<file path="src/inc/pscl_pkg.sv">
package pscl_pkg;

  // Widths of the strap buses and of the register bus.
  localparam int PHY_ADDR_W = 5;
  localparam int MODE_W = 3;
  localparam int BUS_ADDR_W = 5;
  localparam int BUS_DATA_W = 32;

  // Byte addresses of the registers.
  localparam logic [BUS_ADDR_W-1:0] OFS_CTRL = 5'h00;
  localparam logic [BUS_ADDR_W-1:0] OFS_ADV = 5'h04;
  localparam logic [BUS_ADDR_W-1:0] OFS_STAT = 5'h08;
  localparam logic [BUS_ADDR_W-1:0] OFS_SCR = 5'h0C;

  // Control register field positions.
  localparam int CTRL_LOOPBACK = 14;
  localparam int CTRL_SPEED = 13;
  localparam int CTRL_ANEG = 12;
  localparam int CTRL_PDOWN = 11;
  localparam int CTRL_ISOLATE = 10;
  localparam int CTRL_DUPLEX = 8;
  localparam int CTRL_COLTEST = 7;
  localparam logic [15:0] CTRL_WMASK = 16'h7D80;
  localparam logic [15:0] CTRL_RESET = 16'h0000;

  // Advertisement register field and its values.
  localparam int ADV_LSB = 5;
  localparam int ADV_W = 4;
  localparam logic [ADV_W-1:0] ADV_NONE = 4'h0;
  localparam logic [ADV_W-1:0] ADV_100HD = 4'h4;
  localparam logic [ADV_W-1:0] ADV_ALL = 4'hF;

  // Status register field positions.
  localparam int STAT_ADDR_LSB = 0;
  localparam int STAT_MODE_LSB = 5;
  localparam int STAT_LOOPBACK = 8;
  localparam int STAT_CRS_TX = 9;
  localparam int STAT_REPEATER = 10;
  localparam int STAT_PDOWN = 11;
  localparam int STAT_LOADED = 12;

  // Mode strap encodings.
  localparam logic [MODE_W-1:0] MODE_10HD = 3'h0;
  localparam logic [MODE_W-1:0] MODE_10FD = 3'h1;
  localparam logic [MODE_W-1:0] MODE_100HD = 3'h2;
  localparam logic [MODE_W-1:0] MODE_100FD = 3'h3;
  localparam logic [MODE_W-1:0] MODE_AN_HD = 3'h4;
  localparam logic [MODE_W-1:0] MODE_REPEAT = 3'h5;
  localparam logic [MODE_W-1:0] MODE_PDOWN = 3'h6;
  localparam logic [MODE_W-1:0] MODE_ALL = 3'h7;

  // Synchroniser depth for pin inputs.
  localparam int SYNC_STAGES = 2;

  // Collision test timing, in bit times of 10 ns, turned into 4 ns cycles.
  localparam int CLK_PERIOD_PS = 4000;
  localparam int BIT_TIME_PS = 10000;
  localparam int COL_ASSERT_BT = 512;
  localparam int COL_RELEASE_BT = 4;
  localparam int COL_ASSERT_CYC = (COL_ASSERT_BT * BIT_TIME_PS) / CLK_PERIOD_PS;
  localparam int COL_RELEASE_CYC = (COL_RELEASE_BT * BIT_TIME_PS) / CLK_PERIOD_PS;

  // Scrambler shift register and the fill placed above the address.
  localparam int SCR_W = 11;
  localparam logic [SCR_W-PHY_ADDR_W-1:0] SCR_FILL = 6'h01;

  // Start-up sequence after hardware reset.
  typedef enum logic [1:0] {
    ST_HOLD = 2'b00,
    ST_LOAD = 2'b01,
    ST_RUN = 2'b10
  } pscl_boot_e;

endpackage

</file>
<file path="src/rtl/pscl_sync.sv">
`timescale 1ns/1ps
module pscl_sync #(
  parameter int WIDTH = 1
) (
  input wire logic i_clock,
  input wire logic i_rst_b,
  input wire logic [WIDTH-1:0] i_async,
  output logic [WIDTH-1:0] o_sync
);

  logic [WIDTH-1:0] meta;

  // Elaboration check on the width.
  if (WIDTH < 1) begin : g_bad_width
    $error("pscl_sync needs a width of at least one");
  end

  // Two flip-flops; only the second stage reads the first.
  always_ff @(posedge i_clock or negedge i_rst_b) begin
    if (!i_rst_b) begin
      meta <= '0;
      o_sync <= '0;
    end else begin
      meta <= i_async;
      o_sync <= meta;
    end
  end

endmodule

</file>
<file path="src/rtl/pscl_core.sv">
// Chosen here: the register addresses and the Avalon-MM slave port.
`timescale 1ns/1ps
module pscl_core #(
  parameter int SYM_W = 5
) (
  input wire logic i_clock,
  input wire logic i_rst_b,
  input wire logic [pscl_pkg::PHY_ADDR_W-1:0] i_phy_address_straps,
  input wire logic [pscl_pkg::MODE_W-1:0] i_mode_straps,
  input wire logic i_tx_en,
  input wire logic [SYM_W-1:0] i_scrambler_out,
  input wire logic [SYM_W-1:0] i_line_rx_symbol,
  input wire logic i_col_detect,
  input wire logic i_scr_advance,
  input wire logic i_mgmt_frame_valid,
  input wire logic [pscl_pkg::PHY_ADDR_W-1:0] i_mgmt_frame_addr,
  input wire logic [pscl_pkg::BUS_ADDR_W-1:0] i_avs_address,
  input wire logic i_avs_read,
  input wire logic i_avs_write,
  input wire logic [pscl_pkg::BUS_DATA_W-1:0] i_avs_writedata,
  input wire logic [3:0] i_avs_byteenable,
  output logic [pscl_pkg::BUS_DATA_W-1:0] o_avs_readdata,
  output logic o_avs_waitrequest,
  output logic [SYM_W-1:0] o_descrambler_in,
  output logic [SYM_W-1:0] o_line_tx_symbol,
  output logic o_tx_drivers_on,
  output logic o_col,
  output logic o_loopback_active,
  output logic o_power_down,
  output logic o_crs_during_tx,
  output logic o_repeater_mode,
  output logic o_mgmt_respond,
  output logic o_scrambler_key
);

  localparam int COL_RISE_BOUND = 4;
  localparam int COL_FALL_BOUND = 10;

  // Elaboration checks.
  if (SYM_W < 1) begin : g_bad_sym
    $error("pscl_core needs a symbol width of at least one");
  end
  if (pscl_pkg::COL_RELEASE_CYC < 3) begin : g_bad_timing
    $error("pscl_core cannot release collision inside the allowed time");
  end

  // Default control bits 13,12,8 plus power-down, chosen by the mode straps.
  function automatic logic [15:0] mode_ctrl(input logic [pscl_pkg::MODE_W-1:0] mode);
    logic [15:0] v;
    v = pscl_pkg::CTRL_RESET;
    case (mode)
      pscl_pkg::MODE_10HD: v = pscl_pkg::CTRL_RESET;
      pscl_pkg::MODE_10FD: v[pscl_pkg::CTRL_DUPLEX] = 1'b1;
      pscl_pkg::MODE_100HD: v[pscl_pkg::CTRL_SPEED] = 1'b1;
      pscl_pkg::MODE_100FD: begin
        v[pscl_pkg::CTRL_SPEED] = 1'b1;
        v[pscl_pkg::CTRL_DUPLEX] = 1'b1;
      end
      pscl_pkg::MODE_AN_HD, pscl_pkg::MODE_REPEAT: begin
        v[pscl_pkg::CTRL_SPEED] = 1'b1;
        v[pscl_pkg::CTRL_ANEG] = 1'b1;
      end
      pscl_pkg::MODE_PDOWN: v[pscl_pkg::CTRL_PDOWN] = 1'b1;
      pscl_pkg::MODE_ALL: begin
        v[pscl_pkg::CTRL_SPEED] = 1'b1;
        v[pscl_pkg::CTRL_ANEG] = 1'b1;
        v[pscl_pkg::CTRL_DUPLEX] = 1'b1;
      end
      default: v = pscl_pkg::CTRL_RESET;
    endcase
    return v;
  endfunction

  // Default advertisement field for a mode.
  function automatic logic [pscl_pkg::ADV_W-1:0] mode_adv(
    input logic [pscl_pkg::MODE_W-1:0] mode);
    case (mode)
      pscl_pkg::MODE_AN_HD, pscl_pkg::MODE_REPEAT: return pscl_pkg::ADV_100HD;
      pscl_pkg::MODE_ALL: return pscl_pkg::ADV_ALL;
      default: return pscl_pkg::ADV_NONE;
    endcase
  endfunction

  // Whether carrier sense covers transmit as well as receive for a mode.
  function automatic logic mode_crs_tx(input logic [pscl_pkg::MODE_W-1:0] mode);
    case (mode)
      pscl_pkg::MODE_10HD, pscl_pkg::MODE_100HD, pscl_pkg::MODE_AN_HD: return 1'b1;
      pscl_pkg::MODE_ALL: return 1'b1;
      default: return 1'b0;
    endcase
  endfunction

  // Merge write data into a register under the byte enables and a write mask.
  function automatic logic [15:0] merge_be(input logic [15:0] old, input logic [15:0] wr,
                                           input logic [1:0] be, input logic [15:0] mask);
    logic [15:0] lanes;
    lanes = {{8{be[1]}}, {8{be[0]}}} & mask;
    return (old & ~lanes) | (wr & lanes);
  endfunction

  logic [pscl_pkg::PHY_ADDR_W-1:0] addr_sync;
  logic [pscl_pkg::MODE_W-1:0] mode_sync;
  logic tx_en_s;
  logic tx_en_d;
  pscl_pkg::pscl_boot_e boot;
  pscl_pkg::pscl_boot_e next_boot;
  logic [1:0] boot_cnt;
  logic [pscl_pkg::PHY_ADDR_W-1:0] phy_addr;
  logic [pscl_pkg::MODE_W-1:0] mode;
  logic [15:0] ctrl;
  logic [pscl_pkg::ADV_W-1:0] adv;
  logic [pscl_pkg::SCR_W-1:0] lfsr;
  logic load_now;
  logic bus_req;
  logic bus_done;
  logic loopback;
  logic coltest;
  logic [pscl_pkg::BUS_DATA_W-1:0] next_readdata;

  // Pin inputs: straps and transmit enable pass two flip-flops.
  pscl_sync #(
    .WIDTH(pscl_pkg::PHY_ADDR_W + pscl_pkg::MODE_W + 1)
  ) u_sync (
    .i_clock(i_clock),
    .i_rst_b(i_rst_b),
    .i_async({i_phy_address_straps, i_mode_straps, i_tx_en}),
    .o_sync({addr_sync, mode_sync, tx_en_s})
  );

  assign load_now = (boot == pscl_pkg::ST_LOAD);
  assign bus_req = i_avs_read | i_avs_write;
  assign bus_done = bus_req & ~o_avs_waitrequest;
  assign loopback = ctrl[pscl_pkg::CTRL_LOOPBACK];
  assign coltest = ctrl[pscl_pkg::CTRL_COLTEST];

  // Start-up: wait for the strap synchroniser to fill, load once, then run.
  always_comb begin
    next_boot = boot;
    case (boot)
      pscl_pkg::ST_HOLD: begin
        if (boot_cnt == 2'(pscl_pkg::SYNC_STAGES)) begin
          next_boot = pscl_pkg::ST_LOAD;
        end
      end
      pscl_pkg::ST_LOAD: next_boot = pscl_pkg::ST_RUN;
      pscl_pkg::ST_RUN: next_boot = pscl_pkg::ST_RUN;
      default: next_boot = pscl_pkg::ST_HOLD;
    endcase
  end

  // Start-up state and its settling counter.
  always_ff @(posedge i_clock or negedge i_rst_b) begin
    if (!i_rst_b) begin
      boot <= pscl_pkg::ST_HOLD;
      boot_cnt <= 2'h0;
    end else begin
      boot <= next_boot;
      if (boot == pscl_pkg::ST_HOLD) begin
        boot_cnt <= boot_cnt + 2'h1;
      end
    end
  end

  // Straps are caught once after reset release and held until the next reset.
  always_ff @(posedge i_clock or negedge i_rst_b) begin
    if (!i_rst_b) begin
      phy_addr <= '0;
      mode <= '0;
    end else if (load_now) begin
      phy_addr <= addr_sync;
      mode <= mode_sync;
    end
  end

  // Control register: strap defaults at load, software writes afterwards.
  always_ff @(posedge i_clock or negedge i_rst_b) begin
    if (!i_rst_b) begin
      ctrl <= pscl_pkg::CTRL_RESET;
    end else if (load_now) begin
      ctrl <= mode_ctrl(mode_sync);
    end else if (bus_done && i_avs_write && i_avs_address == pscl_pkg::OFS_CTRL) begin
      ctrl <= merge_be(ctrl, i_avs_writedata[15:0], i_avs_byteenable[1:0],
                       pscl_pkg::CTRL_WMASK);
    end
  end

  // Advertisement register, bits 8 to 5.
  always_ff @(posedge i_clock or negedge i_rst_b) begin
    if (!i_rst_b) begin
      adv <= pscl_pkg::ADV_NONE;
    end else if (load_now) begin
      adv <= mode_adv(mode_sync);
    end else if (bus_done && i_avs_write && i_avs_address == pscl_pkg::OFS_ADV &&
                 i_avs_byteenable[0] && i_avs_byteenable[1]) begin
      adv <= i_avs_writedata[pscl_pkg::ADV_LSB +: pscl_pkg::ADV_W];
    end
  end

  // Scrambler key stream, seeded from the captured address.
  always_ff @(posedge i_clock or negedge i_rst_b) begin
    if (!i_rst_b) begin
      lfsr <= {pscl_pkg::SCR_FILL, {pscl_pkg::PHY_ADDR_W{1'b0}}};
      o_scrambler_key <= 1'b0;
    end else if (load_now) begin
      lfsr <= {pscl_pkg::SCR_FILL, addr_sync};
      o_scrambler_key <= 1'b0;
    end else if (i_scr_advance && boot == pscl_pkg::ST_RUN) begin
      lfsr <= {lfsr[pscl_pkg::SCR_W-2:0], lfsr[10] ^ lfsr[8]};
      o_scrambler_key <= lfsr[10] ^ lfsr[8];
    end
  end

  // Read data for the addressed register; unmapped addresses read zero.
  always_comb begin
    next_readdata = 32'h0000_0000;
    case (i_avs_address)
      pscl_pkg::OFS_CTRL: next_readdata[15:0] = ctrl;
      pscl_pkg::OFS_ADV: next_readdata[pscl_pkg::ADV_LSB +: pscl_pkg::ADV_W] = adv;
      pscl_pkg::OFS_STAT: begin
        next_readdata[pscl_pkg::STAT_ADDR_LSB +: pscl_pkg::PHY_ADDR_W] = phy_addr;
        next_readdata[pscl_pkg::STAT_MODE_LSB +: pscl_pkg::MODE_W] = mode;
        next_readdata[pscl_pkg::STAT_LOOPBACK] = o_loopback_active;
        next_readdata[pscl_pkg::STAT_CRS_TX] = o_crs_during_tx;
        next_readdata[pscl_pkg::STAT_REPEATER] = o_repeater_mode;
        next_readdata[pscl_pkg::STAT_PDOWN] = o_power_down;
        next_readdata[pscl_pkg::STAT_LOADED] = (boot == pscl_pkg::ST_RUN);
      end
      pscl_pkg::OFS_SCR: next_readdata[pscl_pkg::SCR_W-1:0] = lfsr;
      default: next_readdata = 32'h0000_0000;
    endcase
  end

  // Bus answer: waitrequest drops for one cycle one edge after a request is seen.
  always_ff @(posedge i_clock or negedge i_rst_b) begin
    if (!i_rst_b) begin
      o_avs_waitrequest <= 1'b1;
      o_avs_readdata <= 32'h0000_0000;
    end else if (bus_req && o_avs_waitrequest && boot == pscl_pkg::ST_RUN) begin
      o_avs_waitrequest <= 1'b0;
      o_avs_readdata <= next_readdata;
    end else begin
      o_avs_waitrequest <= 1'b1;
    end
  end

  // Mode indications derived from the control register and the latched mode.
  always_ff @(posedge i_clock or negedge i_rst_b) begin
    if (!i_rst_b) begin
      o_loopback_active <= 1'b0;
      o_power_down <= 1'b0;
      o_crs_during_tx <= 1'b0;
      o_repeater_mode <= 1'b0;
    end else begin
      o_loopback_active <= loopback;
      o_power_down <= ctrl[pscl_pkg::CTRL_PDOWN];
      o_crs_during_tx <= mode_crs_tx(mode);
      o_repeater_mode <= (mode == pscl_pkg::MODE_REPEAT);
    end
  end

  // Receive and line paths; in loopback the line stays silent while sending.
  always_ff @(posedge i_clock or negedge i_rst_b) begin
    if (!i_rst_b) begin
      o_descrambler_in <= '0;
      o_line_tx_symbol <= '0;
      o_tx_drivers_on <= 1'b0;
    end else begin
      o_descrambler_in <= loopback ? i_scrambler_out : i_line_rx_symbol;
      if (loopback && tx_en_s) begin
        o_line_tx_symbol <= '0;
        o_tx_drivers_on <= 1'b0;
      end else begin
        o_line_tx_symbol <= i_scrambler_out;
        o_tx_drivers_on <= ~ctrl[pscl_pkg::CTRL_PDOWN];
      end
    end
  end

  // Collision output: test mode follows transmit enable, otherwise loopback forces it low.
  always_ff @(posedge i_clock or negedge i_rst_b) begin
    if (!i_rst_b) begin
      tx_en_d <= 1'b0;
      o_col <= 1'b0;
    end else begin
      tx_en_d <= tx_en_s;
      if (coltest) begin
        o_col <= tx_en_s;
      end else if (loopback) begin
        o_col <= 1'b0;
      end else begin
        o_col <= i_col_detect;
      end
    end
  end

  // Management frames are answered only for the captured address.
  always_ff @(posedge i_clock or negedge i_rst_b) begin
    if (!i_rst_b) begin
      o_mgmt_respond <= 1'b0;
    end else begin
      o_mgmt_respond <= i_mgmt_frame_valid && (boot == pscl_pkg::ST_RUN) &&
                        (i_mgmt_frame_addr == phy_addr);
    end
  end
endmodule

</file>
<file path="config.mk">
export PLATFORM = sky130hd
export DESIGN_NAME = pscl_core
export DESIGN_NICKNAME = d
export VERILOG_FILES = /design/src/inc/pscl_pkg.sv /design/src/rtl/pscl_sync.sv /design/src/rtl/pscl_core.sv
export SDC_FILE = /design/constraint.sdc
export NUM_CORES = 1
export LEC_CHECK = 0
export ABC_AREA = 1
export BUFFER_PORTS_ARGS = -buffer_cell sky130_fd_sc_hd__buf_4
export CAP_MARGIN = 10
export CORE_ASPECT_RATIO = 1.5
export CORE_MARGIN = 2
export CORE_UTILIZATION = 50
export DETAILED_ROUTE_END_ITERATION = 7
export PLACE_DENSITY = 0.87
export SYNTH_ARGS = -nofsm -noshare
export SYNTH_HDL_FRONTEND = slang
export SYNTH_SLANG_ARGS = --single-unit
</file>
<file path="constraint.sdc">
create_clock -name i_clock -period 1.7 [get_ports i_clock]
set_input_delay 0.255 -clock i_clock [delete_from_list [all_inputs] [get_ports i_clock]]
set_output_delay 0.255 -clock i_clock [all_outputs]
set_load 0.01 [all_outputs]
</file>
==> results by group, run 1 <==
Setup path
  • Reg2Reg Setup Slack: 0.14 ns
  • End of the critical path: o_avs_readdata[7]$_DFFE_PN0P_
  • R2R Path End: o_avs_readdata[7]$_DFFE_PN0P_
  • Slowest cell on crit path: dfrtp_1
  • Largest stage delay, worst path: 0.41 ns
  • Worst-path maximum fanout: 10
  • Startpoint types: flip-flop
  • CP Capture Type: flip-flop
  • Worst EP required: 2.00 ns
  • Crit path from: boot[0]$_DFFE_PN0P_
  • Setup CP Type: reg -> reg
  • Worst reg2reg path depth: 7
  • Cells along the critical path: inv_1, ha_2, inv_2, nor3_4, buf_4, o21ai_0, nand2_1
  • Reg-to-reg startpoint: boot[0]$_DFFE_PN0P_
  • CP arrival: 1.85 ns

Synth
  • Synth warn: 0
  • Mapped Cells: 401
  • Flops & latches, synth: 87
  • Yosys cell types: 31
  • Register area share after synthesis: 58.6%
  • Syn Area/Cell: 9.28 um^2
  • Mapped Area: 3720 um^2

Clocking
  • Clk sinks: 87
  • CTS tree: built
  • CTS root buffer: clkbuf_8
  • CTS buffer count: 9
  • Max clock buf depth: 2
  • Clk Latency, worst-skew pair: 0.36 ns
  • Reg clk slew, reported paths: 0.08 ns
  • Postcts setup bufs: 0
  • Htree depth: 3

Finish
  • Layout area overhead: 26.5%
  • Commonest non-fill, non-tap cell in the layout: nand2_1
  • Area of the multi-input gates: 1260 um^2
  • Seq. cell area: 2180 um^2
  • Fin nets: 578
  • Final cell count without fillers: 606
  • Antenna fix cells: 0
  • Ratio of cells with drive above 1 in the final layout: 22.9%
  • FILL cells: 582
  • Commonest non-fill, non-tap cells in the layout: nand2_1 (122), buf_4 (86), dfrtp_1 (85)

Status
  • Run status: complete, no violations

Pwr
  • Final Power: 4150 uW
  • Leak Pwr: 0.00253 uW
  • Pwr Density: 881 nW/um^2
  • Peak supply drop: 618 uV

STA
  • Hold Worst Slack: 0.108 ns
  • Final Hold Vio Count: 0
  • Final setup fails: 0
  • Worst Skew: 0.0122 ns
  • Unrepaired setup endpoints after global routing: yes
  • Max Slew Vio Count: 0
  • Part of the cycle the worst path needs: 91.5%
  • Max Fclk: 643 MHz
  • Setup Total Neg Slack: 0 ns
  • Post-route minimum period: 1.56 ns

Drt
  • DR vias/cell: 4.89
  • DRT antenna net count: 0
  • Routed vias: 2966
  • 1st-iter DRT viols: 250
  • Wirelength per Cell: 12.7 um
  • Detailed Route WL: 7700 um
  • # DRC: 0
  • Drt pass-1 iters: 4

Global route
  • Pin count of the biggest net entering global routing: 37
  • Gr usage total: 20.2%
  • Initial antenna violation count: 0
  • GR Overflow Total: 0
  • Global-route wire length before repair: 12500 um
  • Vias in the first global route: 2885

Min path
  • Hold Path Class: in -> reg

Die
  • Die area: 8160 um^2
  • Core area: 7230 um^2
  • Die span in y: 110 um
  • Starting Density: 51.5%
  • Die span in x: 74.4 um
  • # IOs: 123
  • Row cnt: 38

Placed design
  • Port bufs: 81
  • Gpl congestion: 0.826
  • HPWL Detailed: 5920 um
  • Inst Count DP: 580

Run
  • Max-cap viol count: 0
[power breakdown]
part | internal [uW] | switching (uW) | total (uW)
sequential | 2230 | 78.3 | 2300
clock | 612 | 661 | 1270
combinational | 255 | 316 | 571
total | 3090 | 1060 | 4150
[area by class of cell]
class                   count  area share (%)
multi-input cells         256            26.7
flip-flops and latches     87            46.3
clock buffers              15            3.54
clock inverters             1           0.106
well taps                 100            2.66
repair buffers             98            16.7
inverters                  49            3.96
[worst min-delay path by stage]
| stage | slack (ns) | cells after the start | from | end |
|---|---|---|---|---|
| 2_1_floorplan | -0.04 | 0 | i_rst_b | adv[0]$_DFFE_PN0P_ |
| 3_3_place_gp | 0.18 | 1 | i_rst_b | u_sync.meta[8]$_DFF_PN0_ |
| 3_5_place_dp | 0.19 | 1 | i_rst_b | u_sync.meta[6]$_DFF_PN0_ |
| 4_1_cts | 0.09 | 3 | i_line_rx_symbol[1] | o_descrambler_in[1]$_DFF_PN0_ |
| 5_1_grt | 0.11 | 3 | i_line_rx_symbol[1] | o_descrambler_in[1]$_DFF_PN0_ |
| 6_report | 0.11 | 3 | i_line_rx_symbol[2] | o_descrambler_in[2]$_DFF_PN0_ |
[stage by stage]
| step | area, um^2 | utilization (%) | setup slack, ns |
|---|---|---|---|
| 5_1_grt | 4710 | 65.1 | -0.00536 |
| 3_3_place_gp | 4420 | 61.1 | 0.204 |
| 3_5_place_dp | 4420 | 61.1 | 0.0774 |
| 2_1_floorplan | 3780 | - | 0.192 |
| 6_report | 4710 | 65.1 | 0.145 |
| 4_1_cts | 4690 | 64.9 | 0.0746 |
[per-layer routing]
metal	GRT usage, %	share of wire, %	routed length [um]
met5	0	0	0
met4	9.69	2.7	206
met3	5.13	5.0	383
met2	36.2	56	4270
met1	21.5	37	2830
[cells in the mapped netlist]
library cell	number	area, um^2
inv_1	47	176
nor3_4	1	16.3
inv_4	1	6.26
a21oi_1	1	5.00
nor2_2	1	6.26
nor3_2	1	10.0
o21ai_0	27	135
or2_2	1	6.26
buf_2	3	15.0
nand2_4	1	11.3
nand3_1	27	135
xor2_1	2	17.5
o221ai_1	4	35.0
dfrtp_1	85	2130
ha_1	5	62.6
buf_4	16	120
o211ai_1	3	22.5
a22oi_1	1	7.51
nand3_2	1	10.0
nor2_1	16	60.1
nor2_4	4	45.0
conb_1	1	3.75
o22ai_1	12	75.1
nand2_1	122	458
dfstp_2	2	52.6
nor3_1	1	5.00
clkbuf_1	3	11.3
nand4_1	8	50.1
xnor2_1	1	8.76
inv_2	1	3.75
buf_6	2	22.5
[what timing repair did]
| action | in CTS | in global routing |
|---|---|---|
| endpoints found under the hold margin | 33 | 0 |
| endpoints found under the setup margin | 0 | 3 |
| resized for setup | 0 | 3 |
| hold buffers | 10 | 0 |
[worst max-delay path, delay by kind of cell, from the launching register on]
kind | cells | cell delay (ns)
DFF | 1 | 0.41
buffers and inverters | 3 | 0.41
adders and majority gates | 1 | 0.24
AOI/OAI and AO/OA | 1 | 0.10
and+or+nand+nor | 2 | 0.32
[kinds of logic after synthesis]
family / synth area share [%]
AND/OR/NAND/NOR: 21.9
flip-flops: 58.6
buffers and inverters: 9.55
AO/OA/AOI/OAI: 7.53
adder cells (fa/ha/maj): 1.68
XOR/XNOR: 0.706
other: 0.101
[sequential cells by signal, summed over array words and instances (netlist names)]
| register | flops |
|---|---|
| o_avs_readdata | 16 |
| lfsr | 11 |
| u_sync.meta | 9 |
| u_sync.o_sync | 9 |
| ctrl | 7 |
| o_descrambler_in | 5 |
| o_line_tx_symbol | 5 |
| phy_addr | 5 |
| adv | 4 |
| mode | 3 |
| boot | 2 |
| boot_cnt | 2 |
| o_avs_waitrequest | 1 |
| o_col | 1 |
| o_crs_during_tx | 1 |
| o_loopback_active | 1 |
| o_mgmt_respond | 1 |
| o_power_down | 1 |
| o_repeater_mode | 1 |
| o_scrambler_key | 1 |
| o_tx_drivers_on | 1 |
Power figures use the tool's default switching activity.
==> inputs of run 2 (changes only) <==
==> constraint.sdc (replaced) <==
create_clock -name i_clock -period 1.7 [get_ports i_clock]
set_input_delay 0.17 -clock i_clock [delete_from_list [all_inputs] [get_ports i_clock]]
set_output_delay 0.17 -clock i_clock [all_outputs]
set_load 0.01 [all_outputs]
==> run 2 against run 1 <==
Net effect:
- fmax shrank 0.48%
- final area grew 0.16%
- via count shrank 1.1%
- die area is the same
- first-iteration DRC count grew 7.6%
- sequential power is essentially flat
- clock power grew 13%
- clock skew shrank 0.00091 ns
- setup slack lost 0.0076 ns
- combinational power shrank 1%
- cell count is the same
==> results by group, run 2 (synthesized netlist as in run 1, its figures left out) <==
Placed design
  • HPWL Detailed: 5730 um
  • Inst Count DP: 580
  • Port bufs: 81
  • Placed inst area: 4410 um^2
  • Gpl congestion: 0.825

Finish
  • Antenna fix cells: 0
  • Layout area overhead: 26.7%
  • Fin nets: 578
  • Largest regs: o_avs_readdata x16, lfsr x11
  • Top reg by flops: o_avs_readdata
  • Ratio of cells with drive above 1 in the final layout: 23.3%
  • Commonest non-fill, non-tap cells in the layout: nand2_1 (122), buf_4 (86), dfrtp_1 (85)
  • Commonest non-fill, non-tap cell in the layout: nand2_1
  • Final cell count without fillers: 606
  • Final Cell Area: 4710 um^2
  • Max reg flops: 16

Die
  • Die span in x: 74.4 um
  • Die area: 8160 um^2
  • Core area: 7230 um^2
  • Die span in y: 110 um
  • # IOs: 123
  • Row cnt: 38
  • Starting Density: 51.5%

Pwr
  • Pwr Density: 913 nW/um^2
  • Final Power: 4300 uW
  • Peak supply drop: 728 uV
  • Leak Pwr: 0.00254 uW

STA
  • Final Hold Vio Count: 0
  • Worst Skew: 0.0113 ns
  • Setup Total Neg Slack: 0 ns
  • Max Slew Vio Count: 0
  • Unrepaired setup endpoints after global routing: no
  • Max Fclk: 640 MHz
  • Final setup fails: 0
  • Post-route minimum period: 1.56 ns
  • Part of the cycle the worst path needs: 91.9%
  • Hold Worst Slack: 0.0195 ns

Clocking
  • Clk sinks: 87
  • CTS tree: built
  • CTS buffer count: 9
  • Max clock buf depth: 2
  • Postcts setup bufs: 0
  • Htree depth: 3
  • Clk Latency, worst-skew pair: 0.36 ns
  • Reg clk slew, reported paths: 0.08 ns
  • CTS root buffer: clkbuf_8

Drt
  • DRT antenna net count: 0
  • Wirelength per Cell: 12.5 um
  • Drt pass-1 iters: 4
  • DR vias/cell: 4.84
  • # DRC: 0
  • 1st-iter DRT viols: 269
  • Detailed Route WL: 7580 um
  • Routed vias: 2934

Global route
  • Initial antenna violation count: 0
  • GR Overflow Total: 0
  • Vias in the first global route: 2806
  • Pin count of the biggest net entering global routing: 33
  • Gr usage total: 19.9%
  • Global-route wire length before repair: 12200 um

Run
  • Max-cap viol count: 0

Setup path
  • CP arrival: 1.86 ns
  • Worst-path maximum fanout: 17
  • Worst EP required: 2.00 ns
  • CP Capture Type: flip-flop
  • Setup CP Type: reg -> reg
  • Startpoint types: flip-flop

Status
  • Run status: complete, no violations

Min path
  • Hold Path Class: in -> reg
[run 2: changes by cell type in the layout (fill, tap and decap cells not counted), sizes merged]
cell    before  now
clkinv       1    3
clkbuf      15   12
bufinv       0    1
[run 2: report_power, final]
group | total [uW] | switching (uW) | internal, uW
logic | 563 | 311 | 251
clock network | 1440 | 686 | 753
registers | 2300 | 76.6 | 2220
[run 2: critical path, stage by stage (launching register included)]
cell	delay [ns]
dfrtp_1	0.39
inv_1	0.13
ha_1	0.26
inv_2	0.08
nor3_4	0.25
buf_6	0.21
o21ai_0	0.12
nand2_1	0.07
[run 2: what timing repair did]
item / 4_1_cts / 5_1_grt
gates resized for setup: 0 / 2
hold buffers: 10 / 0
hold endpoints to repair: 36 / 0
endpoints found under the setup margin: 0 / 4
[run 2: final timing paths]
check,from,end,slack (ns),cells after the start
min reg2reg,u_sync.meta[8]$_DFF_PN0_,u_sync.o_sync[8]$_DFF_PN0_,0.35,0
max,boot[0]$_DFFE_PN0P_,o_avs_readdata[7]$_DFFE_PN0P_,0.14,7
min,i_line_rx_symbol[1],o_descrambler_in[1]$_DFF_PN0_,0.02,3
min in group asynchronous,i_rst_b,lfsr[1]$_DFFE_PN0P_,0.29,2
max reg2reg,boot[0]$_DFFE_PN0P_,o_avs_readdata[7]$_DFFE_PN0P_,0.14,7
max in group asynchronous,i_rst_b,adv[3]$_DFFE_PN0P_,0.83,3
[run 2: layer usage]
| metal | global-route usage [%] | wire (um) | vias up | share of wire, % |
|---|---|---|---|---|
| met5 | 0 | 0 | - | 0 |
| met4 | 8.67 | 153 | 0 | 2.0 |
| met3 | 5.96 | 418 | 14 | 5.5 |
| met2 | 34.6 | 4170 | 95 | 55 |
| met1 | 21.9 | 2840 | 1374 | 37 |
| li1 | - | - | 1451 | - |
[run 2: stage by stage]
step                      util [%]  worst slack (ns)
after floorplan                  -             0.192
after CTS                     65.1            0.0959
after global routing          65.2           0.00820
after global placement        61.0             0.184
after detailed placement      61.0             0.132
final                         65.2             0.137
[run 2: final cells by class]
type | count | area [um^2]
inverter | 49 | 186
sequential | 87 | 2180
multi-input combinational | 256 | 1240
fill | 623 | 2510
timing repair buffer | 98 | 777
tap | 100 | 125
clock inverter | 4 | 45.0
clock buffer | 12 | 155
==> inputs of run 3 (changes only) <==
Clock period 1.7 ns to 1.5 ns, I/O delays scaled along.
==> run 3 against run 2 <==
Net effect:
- sequential power is 13% higher
- fmax is 7.5% higher
- register-to-register slack worse by 0.09 ns
- first-iteration DRC count is 15% lower
- final area is 4.0% higher
- via count is 3.4% higher
- clock-buffer cell count is 1 higher
- sequential share of layout area is 1.8 points lower
- critical path depth is 1 higher
- setup slack worse by 0.092 ns
- wire length is 7.5% higher
- clock skew is 0.0038 ns lower
==> results by group, run 3 (synthesized netlist as in run 1, its figures left out) <==
Placed design
  • Inst Count DP: 585
  • Placed inst area: 4460 um^2
  • Port bufs: 81
  • Gpl congestion: 0.837
  • HPWL Detailed: 6060 um

Die
  • Die span in y: 110 um
  • Row cnt: 38
  • Starting Density: 51.5%
  • Core area: 7230 um^2
  • # IOs: 123
  • Die span in x: 74.4 um
  • Die area: 8160 um^2

Pwr
  • Int Pwr: 3860 uW
  • Pwr Density: 1040 nW/um^2
  • Net Sw Frac: 24.0%
  • Clk pwr share: 35.0%
  • Gate power share: 13.6%
  • Sw power: 1220 uW
  • Peak supply drop: 777 uV
  • Leak Pwr: 0.00262 uW
  • Flop pwr share: 51.4%

Clocking
  • CTS tree: built
  • Max clock buf depth: 2
  • Reg clk slew, reported paths: 0.08 ns
  • Htree depth: 3
  • CTS root buffer: clkbuf_8
  • Clk sinks: 87
  • Clk Latency, worst-skew pair: 0.35 ns
  • CTS buffer count: 9

Drt
  • 1st-iter DRT viols: 229
  • DRT antenna net count: 0
  • Wirelength per Cell: 13.2 um
  • Drt pass-1 iters: 7
  • # DRC: 0
  • DR vias/cell: 4.92
  • Routed vias: 3034
  • Detailed Route WL: 8150 um

STA
  • Part of the cycle the worst path needs: 97.0%
  • Final setup fails: 0
  • Unrepaired setup endpoints after global routing: yes
  • Final Hold Vio Count: 0
  • Worst Skew: 0.00756 ns
  • Post-route minimum period: 1.45 ns
  • Max Slew Vio Count: 0
  • Max Fclk: 687 MHz

Global route
  • Pin count of the biggest net entering global routing: 38
  • Gr usage total: 21.1%
  • Initial antenna violation count: 0
  • GR Overflow Total: 0
  • Vias in the first global route: 2977
  • Global-route wire length before repair: 13000 um

Setup path
  • Reg2Reg Setup Slack: 0.05 ns
  • Startpoint types: flip-flop
  • Setup CP Type: reg -> reg
  • Worst EP required: 1.80 ns
  • CP arrival: 1.75 ns
  • Worst-path maximum fanout: 5
  • CP Capture Type: flip-flop

Finish
  • Ratio of cells with drive above 1 in the final layout: 26.5%
  • FILL cells: 570
  • Final Cell Area: 4900 um^2
  • Top reg by flops: o_avs_readdata
  • Layout area overhead: 31.8%
  • Area of the multi-input gates: 1300 um^2
  • Final cell count without fillers: 617
  • Fin nets: 589
  • Commonest non-fill, non-tap cell in the layout: nand2_1
  • Max reg flops: 16
  • Commonest non-fill, non-tap cells in the layout: nand2_1 (120), buf_4 (92), dfrtp_1 (85)
  • Seq. cell area: 2180 um^2
  • Largest regs: o_avs_readdata x16, lfsr x11
  • Antenna fix cells: 0

Run
  • Max-cap viol count: 0

Status
  • Run status: complete, no violations

Min path
  • Hold Path Class: in -> reg
run 3: cell count changes in the layout (fill, tap and decap cells not counted), moves of 3 or more:
cell,delta
o21ai_0,-3
buf_4,+6
inv_2,+3
buf_6,+3
o21ai_1,+3
inv_1,-3
nand3_1,-3
run 3: through the flow:
| step | setup WS [ns] | total power, uW | TNS, ns | hold slack [ns] | util (%) |
|---|---|---|---|---|---|
| after floorplan | 0.00852 | 2980 | 0 | -0.146 | - |
| after global placement | 0.0823 | 3260 | 0 | 0.0384 | 61.7 |
| after detailed placement | 0.0164 | 3290 | 0 | 0.0417 | 61.7 |
| after CTS | 0.0121 | 5090 | 0 | 0.00413 | 66.3 |
| after global routing | -0.0215 | 5310 | -0.0588 | 0.00479 | 67.8 |
| final | 0.0454 | 5080 | 0 | 0.0118 | 67.8 |
run 3: final cells by class:
cell class | count | share of cell area [%]
tap | 100 | 2.55
timing repair buffer | 109 | 18.1
inverter | 49 | 3.85
multi-input combinational | 256 | 26.5
clock buffer | 13 | 3.24
clock inverter | 3 | 1.33
sequential | 87 | 44.5
run 3: power by group through the flow:
stage                     combinational (uW)  sequential [uW]  clock (uW)
after detailed placement                 640             2650           0
after global routing                     768             2620        1920
after global placement                   613             2650           0
after floorplan                          325             2660           0
after CTS                                669             2610        1820
final                                    692             2610        1780
run 3: final timing paths:
path,startpoint,to,cells past startpoint
max,boot[0]$_DFFE_PN0P_,o_avs_readdata[12]$_DFFE_PN0P_,8
min,i_line_rx_symbol[2],o_descrambler_in[2]$_DFF_PN0_,3
max reg2reg,boot[0]$_DFFE_PN0P_,o_avs_readdata[12]$_DFFE_PN0P_,8
min reg2reg,u_sync.meta[5]$_DFF_PN0_,u_sync.o_sync[5]$_DFF_PN0_,0
max in group asynchronous,i_rst_b,lfsr[6]$_DFFE_PN0P_,3
min in group asynchronous,i_rst_b,lfsr[8]$_DFFE_PN0P_,2
run 3: worst max-delay path, cell delays in order, from the launching register on:
cell and delay [ns]:
dfrtp_1 0.42, inv_2 0.11, ha_4 0.15, inv_2 0.04, nor3_4 0.25, buf_6 0.16, buf_6 0.12, o211ai_1 0.08
nand2_1 0.07
run 3: timing repair:
action,CTS,global route
hold buffers,11,0
setup endpoints to repair,1,33
resized for setup,1,23
setup buffers,0,4
gates cloned,0,1
pin swaps,0,6
endpoints found under the hold margin,76,0
run 3: metal layers:
metal	part of all wire, %	global-route usage [%]	routed length (um)	vias to the layer above
met3	4.0	3.21	322	24
met2	56	37.9	4520	102
li1	-	-	-	1472
met5	0	0	0	-
met4	3.2	11.2	261	0
met1	37	23.3	3040	1436
